`src/core/ats_pkg.sv`:
```
// Package: constants, register map and state types of the trigger and frame sequencer.
//
// Functional notes
// - Start event from one selected trigger source.
// - Every source performs identical start actions.
// - Internal generator: one-shot or repeating with delay.
// - Internal triggers on sample clock, own rate.
// - Trigger starts frame, 24-bit sample count.
// - After programmed samples, single halts, continuous awaits trigger.
// - Sample counter reloads automatically at frame end.
// - Software may disable counter for endless sampling.
// - FIFO flags depend only on fill level.
// - Interrupt on each completed frame when enabled.
// - Interrupt on FIFO half full when enabled.
// - Interrupt on bus-master block done when enabled.
// - Single mode one frame; continuous repeats frames.
// - Unlimited mode runs until host stops it.
// - Channel address advances as sample enters FIFO.
// - Single-channel addressing uses only selected channel.
// - Sequential addressing wraps after highest fitted channel.
// - Master drives its internal triggers on trigger output.
// - Sampling continues regardless of host reads.
// - FIFO word holds two samples, earlier low.
// - Sampling continues after trigger until count stored.
package ats_pkg;

  // ==========================================================
  // Register map
  localparam logic [4:0] ADDR_CTRL   = 5'h00;
  localparam logic [4:0] ADDR_COUNT  = 5'h04;
  localparam logic [4:0] ADDR_DELAY  = 5'h08;
  localparam logic [4:0] ADDR_IRQEN  = 5'h0c;
  localparam logic [4:0] ADDR_IRQST  = 5'h10;
  localparam logic [4:0] ADDR_STATUS = 5'h14;
  localparam logic [4:0] ADDR_FIFO   = 5'h18;
  localparam logic [4:0] ADDR_STAT2  = 5'h1c;

  // ==========================================================
  // Control fields
  localparam int CTRL_START  = 0;
  localparam int CTRL_STOP   = 1;
  localparam int CTRL_SRC_LO = 2;
  localparam int CTRL_MODE_LO = 4;
  localparam int CTRL_CNTDIS = 6;
  localparam int CTRL_SEQ    = 7;
  localparam int CTRL_CHS_LO = 8;
  localparam int CTRL_MASTER = 12;
  localparam int CTRL_W      = 13;

  localparam int IRQ_FRAME = 0;
  localparam int IRQ_HALF  = 1;
  localparam int IRQ_BLOCK = 2;
  localparam int IRQ_W     = 3;

  localparam logic [12:0] CTRL_RESET  = 13'h0000;
  localparam logic [23:0] COUNT_RESET = 24'h000000;
  localparam logic [23:0] DELAY_RESET = 24'h000000;

  // ==========================================================
  // FIFO geometry
  localparam int FIFO_DEPTH = 16;
  localparam int PTR_W      = 4;
  localparam logic [PTR_W:0] HALF_LEVEL = 5'h08;
  localparam logic [PTR_W:0] FULL_LEVEL = 5'h10;

  // ==========================================================
  // Types
  typedef enum logic [1:0] {SRC_ANALOG, SRC_INTERNAL, SRC_EXTERNAL, SRC_NONE} ats_src_t;
  typedef enum logic [1:0] {MODE_SINGLE, MODE_CONT, MODE_FOREVER, MODE_RSVD} ats_mode_t;
  typedef enum logic [1:0] {ST_IDLE, ST_ARMED, ST_RUN} ats_state_t;

  typedef struct packed {
    logic [4:0]  addr;
    logic [31:0] wdata;
    logic        wr;
    logic        rd;
  } ats_bus_t;

  typedef struct packed {
    ats_state_t                  state;
    logic [CTRL_W-1:0]           ctrl;
    logic [23:0]                 count;
    logic [23:0]                 delay;
    logic [IRQ_W-1:0]            irq_en;
    logic [IRQ_W-1:0]            irq_st;
    logic                        ovf;
    logic [23:0]                 cnt;
    logic [23:0]                 gen_cnt;
    logic                        gen_done;
    logic [3:0]                  chan;
    logic [15:0]                 low_half;
    logic                        low_valid;
    logic [FIFO_DEPTH-1:0][31:0] mem;
    logic [PTR_W-1:0]            wp;
    logic [PTR_W-1:0]            rp;
    logic [PTR_W:0]              lvl;
    logic                        half_d;
    logic [1:0]                  comp_s;
    logic [1:0]                  ext_s;
    logic                        comp_d;
    logic                        ext_d;
    logic [1:0][3:0]             top_s;
    logic [31:0]                 rdata;
    logic                        irq;
    logic                        trig_out;
    logic                        sampling;
  } ats_regs_t;

endpackage

```
`src/core/ats_sequencer.sv`:
```
// Trigger and frame sequencer: trigger select, sample counter, channel stepping and FIFO.
module ats_sequencer (
  input  wire logic        CLK,
  input  wire logic        RESET,
  input  wire logic [4:0]  ADDR,
  input  wire logic [31:0] WDATA,
  input  wire logic        WR,
  input  wire logic        RD,
  output logic      [31:0] RDATA,
  input  wire logic        SAMPLE_TICK,
  input  wire logic [15:0] ADC_DATA,
  input  wire logic        COMP_TRIP,
  input  wire logic        EXT_TRIG,
  input  wire logic [3:0]  CHAN_TOP,
  input  wire logic        BLOCK_DONE,
  output logic      [3:0]  CHAN_ADDR,
  output logic             SAMPLING,
  output logic             TRIG_OUT,
  output logic             IRQ
);

  localparam int IRQ_W_L = ats_pkg::IRQ_W;

  ats_pkg::ats_regs_t r_reg;
  ats_pkg::ats_regs_t r_next;
  ats_pkg::ats_bus_t  bus;

  assign bus = '{addr: ADDR, wdata: WDATA, wr: WR, rd: RD};

  assign RDATA     = r_reg.rdata;
  assign CHAN_ADDR = r_reg.chan;
  assign SAMPLING  = r_reg.sampling;
  assign TRIG_OUT  = r_reg.trig_out;
  assign IRQ       = r_reg.irq;

  // ==========================================================
  // Next-state logic
  always_comb begin
    logic [1:0]            src;
    logic [1:0]            mode;
    logic                  unlimited;
    logic                  seq;
    logic [3:0]            chsel;
    logic [3:0]            top;
    logic                  comp_edge;
    logic                  ext_edge;
    logic                  int_trig;
    logic                  trig;
    logic                  take;
    logic                  push;
    logic                  pop;
    logic [31:0]           word;
    logic                  frame_end;
    logic                  half_now;
    logic [IRQ_W_L-1:0]    ev;
    logic [IRQ_W_L-1:0]    clr;
    src       = '0;
    mode      = '0;
    unlimited = 1'b0;
    seq       = 1'b0;
    chsel     = '0;
    top       = '0;
    comp_edge = 1'b0;
    ext_edge  = 1'b0;
    int_trig  = 1'b0;
    trig      = 1'b0;
    take      = 1'b0;
    push      = 1'b0;
    pop       = 1'b0;
    word      = '0;
    frame_end = 1'b0;
    half_now  = 1'b0;
    ev        = '0;
    clr       = '0;
    r_next    = r_reg;

    // Pins pass two flip-flops; only the second stage feeds logic.
    r_next.comp_s = {r_reg.comp_s[0], COMP_TRIP};
    r_next.ext_s  = {r_reg.ext_s[0], EXT_TRIG};
    r_next.top_s  = {r_reg.top_s[0], CHAN_TOP};
    r_next.comp_d = r_reg.comp_s[1];
    r_next.ext_d  = r_reg.ext_s[1];
    comp_edge = r_reg.comp_s[1] & ~r_reg.comp_d;
    ext_edge  = r_reg.ext_s[1] & ~r_reg.ext_d;
    top       = r_reg.top_s[1];

    src   = r_reg.ctrl[ats_pkg::CTRL_SRC_LO +: 2];
    mode  = r_reg.ctrl[ats_pkg::CTRL_MODE_LO +: 2];
    seq   = r_reg.ctrl[ats_pkg::CTRL_SEQ];
    chsel = r_reg.ctrl[ats_pkg::CTRL_CHS_LO +: 4];
    unlimited = (mode == 2'(ats_pkg::MODE_FOREVER)) | r_reg.ctrl[ats_pkg::CTRL_CNTDIS];

    // Internal generator counts sample ticks, so its triggers land on the
    // sample clock while the spacing is set by its own delay.
    r_next.trig_out = 1'b0;
    if (r_reg.state != ats_pkg::ST_IDLE && !r_reg.gen_done && SAMPLE_TICK) begin
      if (r_reg.gen_cnt == 24'h000000) begin
        int_trig       = 1'b1;
        r_next.gen_cnt = r_reg.delay;
        // Only continuous mode repeats; the others fire once per start.
        r_next.gen_done = (mode != 2'(ats_pkg::MODE_CONT));
      end else begin
        r_next.gen_cnt = r_reg.gen_cnt - 24'h000001;
      end
    end
    r_next.trig_out = int_trig & r_reg.ctrl[ats_pkg::CTRL_MASTER];

    // At most one source is looked at; SRC_NONE looks at none.
    case (src)
      2'(ats_pkg::SRC_ANALOG):   trig = comp_edge;
      2'(ats_pkg::SRC_INTERNAL): trig = int_trig;
      2'(ats_pkg::SRC_EXTERNAL): trig = ext_edge;
      default:                   trig = 1'b0;
    endcase

    // Sampling runs only in RUN; host reads never hold it.
    take = (r_reg.state == ats_pkg::ST_RUN) && SAMPLE_TICK;

    case (r_reg.state)
      ats_pkg::ST_IDLE: begin
      end
      ats_pkg::ST_ARMED: begin
        // One common start sequence for every source.
        if (trig) begin
          r_next.state = ats_pkg::ST_RUN;
          r_next.cnt   = r_reg.count;
          r_next.chan  = seq ? 4'h0 : chsel;
        end
      end
      ats_pkg::ST_RUN: begin
        // A trigger here neither restarts nor stretches the frame.
        if (take && !unlimited) begin
          if (r_reg.cnt == 24'h000000) begin
            frame_end = 1'b1;
            r_next.cnt = r_reg.count;
            // Single stops for good, continuous waits again.
            r_next.state = (mode == 2'(ats_pkg::MODE_CONT)) ? ats_pkg::ST_ARMED
                                                             : ats_pkg::ST_IDLE;
          end else begin
            r_next.cnt = r_reg.cnt - 24'h000001;
          end
        end
      end
      default: r_next.state = ats_pkg::ST_IDLE;
    endcase

    // Channel steps in the same cycle as the sample goes in.
    if (take) begin
      if (!seq) begin
        r_next.chan = chsel;
      end else if (r_reg.chan >= top) begin
        r_next.chan = 4'h0;
      end else begin
        r_next.chan = r_reg.chan + 4'h1;
      end
    end

    // Pair samples: the earlier one sits in the low half.
    if (take) begin
      if (r_reg.low_valid) begin
        push             = 1'b1;
        word             = {ADC_DATA, r_reg.low_half};
        r_next.low_valid = 1'b0;
      end else begin
        r_next.low_half  = ADC_DATA;
        r_next.low_valid = 1'b1;
      end
    end

    // ---- Register bus ----
    r_next.rdata = 32'h00000000;
    if (bus.wr) begin
      case (bus.addr)
        ats_pkg::ADDR_CTRL: begin
          r_next.ctrl = bus.wdata[ats_pkg::CTRL_W-1:0];
          r_next.ctrl[ats_pkg::CTRL_START] = 1'b0;
          r_next.ctrl[ats_pkg::CTRL_STOP]  = 1'b0;
          if (bus.wdata[ats_pkg::CTRL_STOP]) begin
            // Unlimited frames end only here or on a start write, which re-arms.
            r_next.state     = ats_pkg::ST_IDLE;
            r_next.low_valid = 1'b0;
          end else if (bus.wdata[ats_pkg::CTRL_START]) begin
            r_next.state     = ats_pkg::ST_ARMED;
            r_next.gen_cnt   = r_reg.delay;
            r_next.gen_done  = 1'b0;
            r_next.low_valid = 1'b0;
          end
        end
        ats_pkg::ADDR_COUNT: r_next.count = bus.wdata[23:0];
        ats_pkg::ADDR_DELAY: r_next.delay = bus.wdata[23:0];
        ats_pkg::ADDR_IRQEN: r_next.irq_en = bus.wdata[IRQ_W_L-1:0];
        ats_pkg::ADDR_IRQST: begin
          clr = bus.wdata[IRQ_W_L-1:0];
          if (bus.wdata[31]) begin
            r_next.ovf = 1'b0;
          end
        end
        default: begin
        end
      endcase
    end
    if (bus.rd) begin
      case (bus.addr)
        ats_pkg::ADDR_CTRL:   r_next.rdata = {19'h00000, r_reg.ctrl};
        ats_pkg::ADDR_COUNT:  r_next.rdata = {8'h00, r_reg.count};
        ats_pkg::ADDR_DELAY:  r_next.rdata = {8'h00, r_reg.delay};
        ats_pkg::ADDR_IRQEN:  r_next.rdata = {29'h00000000, r_reg.irq_en};
        ats_pkg::ADDR_IRQST:  r_next.rdata = {r_reg.ovf, 28'h0000000, r_reg.irq_st};
        ats_pkg::ADDR_STATUS: r_next.rdata = {8'h00, r_reg.cnt};
        ats_pkg::ADDR_FIFO: begin
          if (r_reg.lvl != 5'h00) begin
            pop          = 1'b1;
            r_next.rdata = r_reg.mem[r_reg.rp];
          end
        end
        default: r_next.rdata = 32'h00000000;
      endcase
    end
    if (bus.rd && bus.addr == ats_pkg::ADDR_STAT2) begin
      r_next.rdata = {16'h0000, r_reg.ovf, 2'h0, r_reg.lvl, r_reg.chan,
                      2'h0, r_reg.state};
    end

    // ---- FIFO ----
    if (push && r_reg.lvl == ats_pkg::FULL_LEVEL && !pop) begin
      // Word is lost; host sees the sticky overflow bit.
      r_next.ovf = 1'b1;
      push       = 1'b0;
    end
    if (push) begin
      r_next.mem[r_reg.wp] = word;
      r_next.wp            = r_reg.wp + 4'h1;
    end
    if (pop) begin
      r_next.rp = r_reg.rp + 4'h1;
    end
    r_next.lvl = r_reg.lvl + {4'h0, push} - {4'h0, pop};

    // Half-full comes from fill level alone, not frames.
    half_now      = (r_next.lvl >= ats_pkg::HALF_LEVEL);
    r_next.half_d = half_now;

    // ---- Interrupts ----
    ev[ats_pkg::IRQ_FRAME] = frame_end;
    ev[ats_pkg::IRQ_HALF]  = half_now & ~r_reg.half_d;
    ev[ats_pkg::IRQ_BLOCK] = BLOCK_DONE;
    for (int i = 0; i < IRQ_W_L; i++) begin
      // A new event beats a clear in the same cycle.
      r_next.irq_st[i] = ev[i] | (r_reg.irq_st[i] & ~clr[i]);
    end
    r_next.irq = |(r_next.irq_st & r_next.irq_en);

    r_next.sampling = (r_next.state == ats_pkg::ST_RUN);
  end

  // ==========================================================
  // State register
  always_ff @(posedge CLK or posedge RESET) begin
    if (RESET) begin
      r_reg       <= '0;
      r_reg.state <= ats_pkg::ST_IDLE;
      r_reg.ctrl  <= ats_pkg::CTRL_RESET;
      r_reg.count <= ats_pkg::COUNT_RESET;
      r_reg.delay <= ats_pkg::DELAY_RESET;
    end else begin
      r_reg <= r_next;
    end
  end

endmodule

```
`config.mk`:
```
export PLATFORM = sky130hd
export DESIGN_NAME = ats_sequencer
export DESIGN_NICKNAME = d
export VERILOG_FILES = /design/src/core/ats_pkg.sv /design/src/core/ats_sequencer.sv
export SDC_FILE = /design/constraint.sdc
export NUM_CORES = 2
export LEC_CHECK = 0
export BUFFER_PORTS_ARGS = -buffer_cell sky130_fd_sc_hd__buf_2
export CELL_PAD_IN_SITES_DETAIL_PLACEMENT = 0
export CELL_PAD_IN_SITES_GLOBAL_PLACEMENT = 2
export CORE_MARGIN = 3
export CORE_UTILIZATION = 42
export DETAILED_ROUTE_END_ITERATION = 8
export GPL_ROUTABILITY_DRIVEN = 0
export PLACE_DENSITY_LB_ADDON = 0.1
export SLEW_MARGIN = 20
export SYNTH_ARGS = -nofsm -noshare
export SYNTH_HDL_FRONTEND = slang
export SYNTH_SLANG_ARGS = --single-unit
```
`constraint.sdc`:
```
create_clock -name CLK -period 29.2 [get_ports CLK]
set_input_delay 2.92 -clock CLK [delete_from_list [all_inputs] [get_ports CLK]]
set_output_delay 2.92 -clock CLK [all_outputs]
set_load 0.01 [all_outputs]
```
==> results.sh <==
export IMPL_peakVddDrop_mv=0.0554
export IMPL_clock_sinks=713
export IMPL_ys_types=72
export IMPL_die_area_um2=78800
export IMPL_grt_max_degree=138
export IMPL_nFillCells=6828
export IMPL_syn_inst=2812
export IMPL_h_tree_depth=3
export IMPL_cts_buffers=80
export IMPL_io_pins=104
export IMPL_first_pass_iters=5
export IMPL_start_util=0.425
export IMPL_synth_edf_count=0
export IMPL_vias_per_cell=5.63
export IMPL_synthArstFlopShare=1.00
export IMPL_wl_um=91000
export IMPL_setup_viol=0
export IMPL_synth_area_leaders="dfrtp_1, mux4_2, o21ai_1"
export IMPL_place_ws_ns=22.90
export IMPL_yosysWarningCount=0
export IMPL_critical_path_class="in2reg"
export IMPL_clock_fmax_mhz=178
export IMPL_vias=21500
export IMPL_yosys_top_cells_count="dfrtp_1, nand2_1, o21ai_1"
export IMPL_hold_end="r_reg[41]"
export IMPL_layout_min_cycle_time_ns=5.61
export IMPL_r2r_end="RDATA[23]"
export IMPL_worst_r2r_cell_count=5
export IMPL_diodes=0
export IMPL_cts_tree="built"
export IMPL_layout_nets=2872
export IMPL_holdCritStartpoint="r_next[41]"
export IMPL_post_cts_setup_buffer_count=0
export IMPL_dp_hpwl_um=52900
export IMPL_ys_seq_area_frac=0.563
export IMPL_core_region_area_um2=74600
export IMPL_multi_input_area_um2=12700
export IMPL_critPathArrivalTime_ns=6.07
export IMPL_start_kind="input port"
export IMPL_clockBufferDepth=3
export IMPL_grt_overflow_total=0
export IMPL_grt_pass1_vias=22100
export IMPL_die_y_um=281
export IMPL_slew_headroom=0.211
export IMPL_cts_hold_buf=0
export IMPL_grt_antenna_before_repair=1
export IMPL_drive_above_1_share=0.194
export IMPL_grt_pass1_wl_um=139000
export IMPL_hold_viol=0
export IMPL_clockRootBuffer="clkbuf_16"
export IMPL_holdPathStages=0
export IMPL_syn_area_per_cell_um2=11.3
export IMPL_r2r_start="r_reg[55]"
export IMPL_p_leak_nw=15.0
export IMPL_setup_ws_ns=23.59
export IMPL_register_area_um2=17900
export IMPL_ys_ff_latch=713
export IMPL_fin_skew_ns=0.0243
export IMPL_hold_ws_ns=0.340
export IMPL_required_ns=29.66
export IMPL_ctsResizeCount=0
export IMPL_path_clk_slew_ns=0.06
export IMPL_largest_reg_flops=666
export IMPL_grtUsageTotal=0.237
export IMPL_slew_violations=0
export IMPL_pwr_density_cell_nw_per_um2=91.9
export IMPL_syn2layout_area_growth_pct=11.9
export IMPL_io_buffer_count=96
export IMPL_worst_pin_slew_ns=1.17
export IMPL_wl_per_cell_um=23.8
export IMPL_tns_ns=0
export IMPL_rsz0062_at_grt="no"
export IMPL_yosysTopAreaCell="dfrtp_1"
export IMPL_fin_crit_sh=0.192
export IMPL_synthFlopType="dfrtp_1"
export IMPL_syn_nets=2899
export IMPL_status="finished, final reports clean"
export IMPL_cap_violations=0
export IMPL_syn_area_um2=31700
export IMPL_worstHoldPathType="reg2reg"
export IMPL_num_rows=100
export IMPL_ant_nets=0
export IMPL_drtIter0Drc=1513
export IMPL_r2r_setup_slack_ns=25.28
export IMPL_cp_startpoint="ADDR[1]"
export IMPL_yosysTopAreaCellShare=0.563
export IMPL_crit_fanout=64
export IMPL_endpoint_kind="flip-flop"
export IMPL_yosys_cell_count_top_type="dfrtp_1"
export IMPL_clkLatencyLatePin_ns=0.62
export IMPL_drc=0
export IMPL_die_w_um=281
## kinds of logic (layout without fill, tap and decap cells)
family / Yosys count / in the layout / synth area share
compound gates: 738 / 738 / 0.130
xor+xnor: 29 / 29 / 0.00802
fa+ha+maj: 22 / 22 / 0.00892
buf+inv: 277 / 313 / 0.0407
flops: 713 / 713 / 0.563
mux: 239 / 239 / 0.142
simple gates: 794 / 794 / 0.108
## layout make-up
type | count | share of cell area
Clock buffer | 122 | 0.0686
Tap cell | 969 | 0.0342
Sequential cell | 713 | 0.503
Timing Repair Buffer | 137 | 0.0236
Multi-Input combinational cell | 1822 | 0.359
Inverter | 31 | 0.00349
Clock inverter | 23 | 0.00737
## worst max-delay path by stage
stage | end | slack, ns | depth (start not counted)
final | r_reg[274] | 23.59 | 7
after global routing | r_reg[176] | 23.31 | 7
after floorplan | CHAN_ADDR[0] | 6.28 | 1
after CTS | r_reg[316] | 23.58 | 8
after global placement | r_reg[280] | 22.99 | 8
after detailed placement | r_reg[316] | 22.90 | 8
## cells in the final DEF, fill, tap and decap left out, types with 11 or more instances in the layout
| cell | netlist | routed |
|---|---|---|
| dfrtp_1 | 713 | 709 |
| nand2_1 | 600 | 600 |
| o21ai_1 | 468 | 467 |
| mux4_2 | 160 | 160 |
| o21ai_0 | 110 | 110 |
| buf_2 | 46 | 96 |
| clkbuf_16 | 0 | 82 |
| mux2_2 | 76 | 76 |
| nor2_1 | 51 | 50 |
| a21oi_1 | 41 | 41 |
| buf_4 | 41 | 37 |
| inv_1 | 30 | 29 |
| a22oi_1 | 29 | 29 |
| clkbuf_8 | 0 | 23 |
| xnor2_1 | 21 | 21 |
| ha_1 | 21 | 21 |
| nor3_1 | 21 | 20 |
| nand3_1 | 26 | 19 |
| clkbuf_1 | 144 | 17 |
| nor2b_1 | 14 | 14 |
| a221o_1 | 14 | 14 |
| clkinv_2 | 0 | 14 |
| nand3_4 | 0 | 12 |
| o2bb2ai_1 | 12 | 12 |
| nor4_1 | 11 | 11 |
| a222oi_1 | 11 | 11 |
## worst max-delay path: stages
cell and delay, ns:
buf_2 0.14, nand2b_1 0.23, nor4_2 0.43, o21a_2 0.85
nand3_4 1.02, nand2_1 0.31, o21ai_1 0.10
## report_power, final
| group | switching, mW | internal (mW) |
|---|---|---|
| Sequential | 0.212 | 1.25 |
| Clock | 0.411 | 0.618 |
| Combinational | 0.421 | 0.345 |
## metrics by stage
step / instance area (µm²) / power [mW] / util / std cells
2_1_floorplan: 31700 / 2.01 / - / 2812
3_3_place_gp: 32700 / 2.22 / 0.439 / 3670
3_5_place_dp: 32700 / 2.26 / 0.439 / 3670
4_1_cts: 35400 / 3.30 / 0.475 / 3815
5_1_grt: 35500 / 3.46 / 0.476 / 3817
6_report: 35500 / 3.26 / 0.476 / 3817
## metal layers
metal / track usage / up-vias / wire (µm)
met2: 0.398 / 479 / 44900
met4: 0.0880 / 0 / 3220
met5: 0 / - / 0
li1: - / 9966 / -
met1: 0.316 / 10900 / 39400
met3: 0.0307 / 144 / 3520
(Power assumes the default switching activity.)
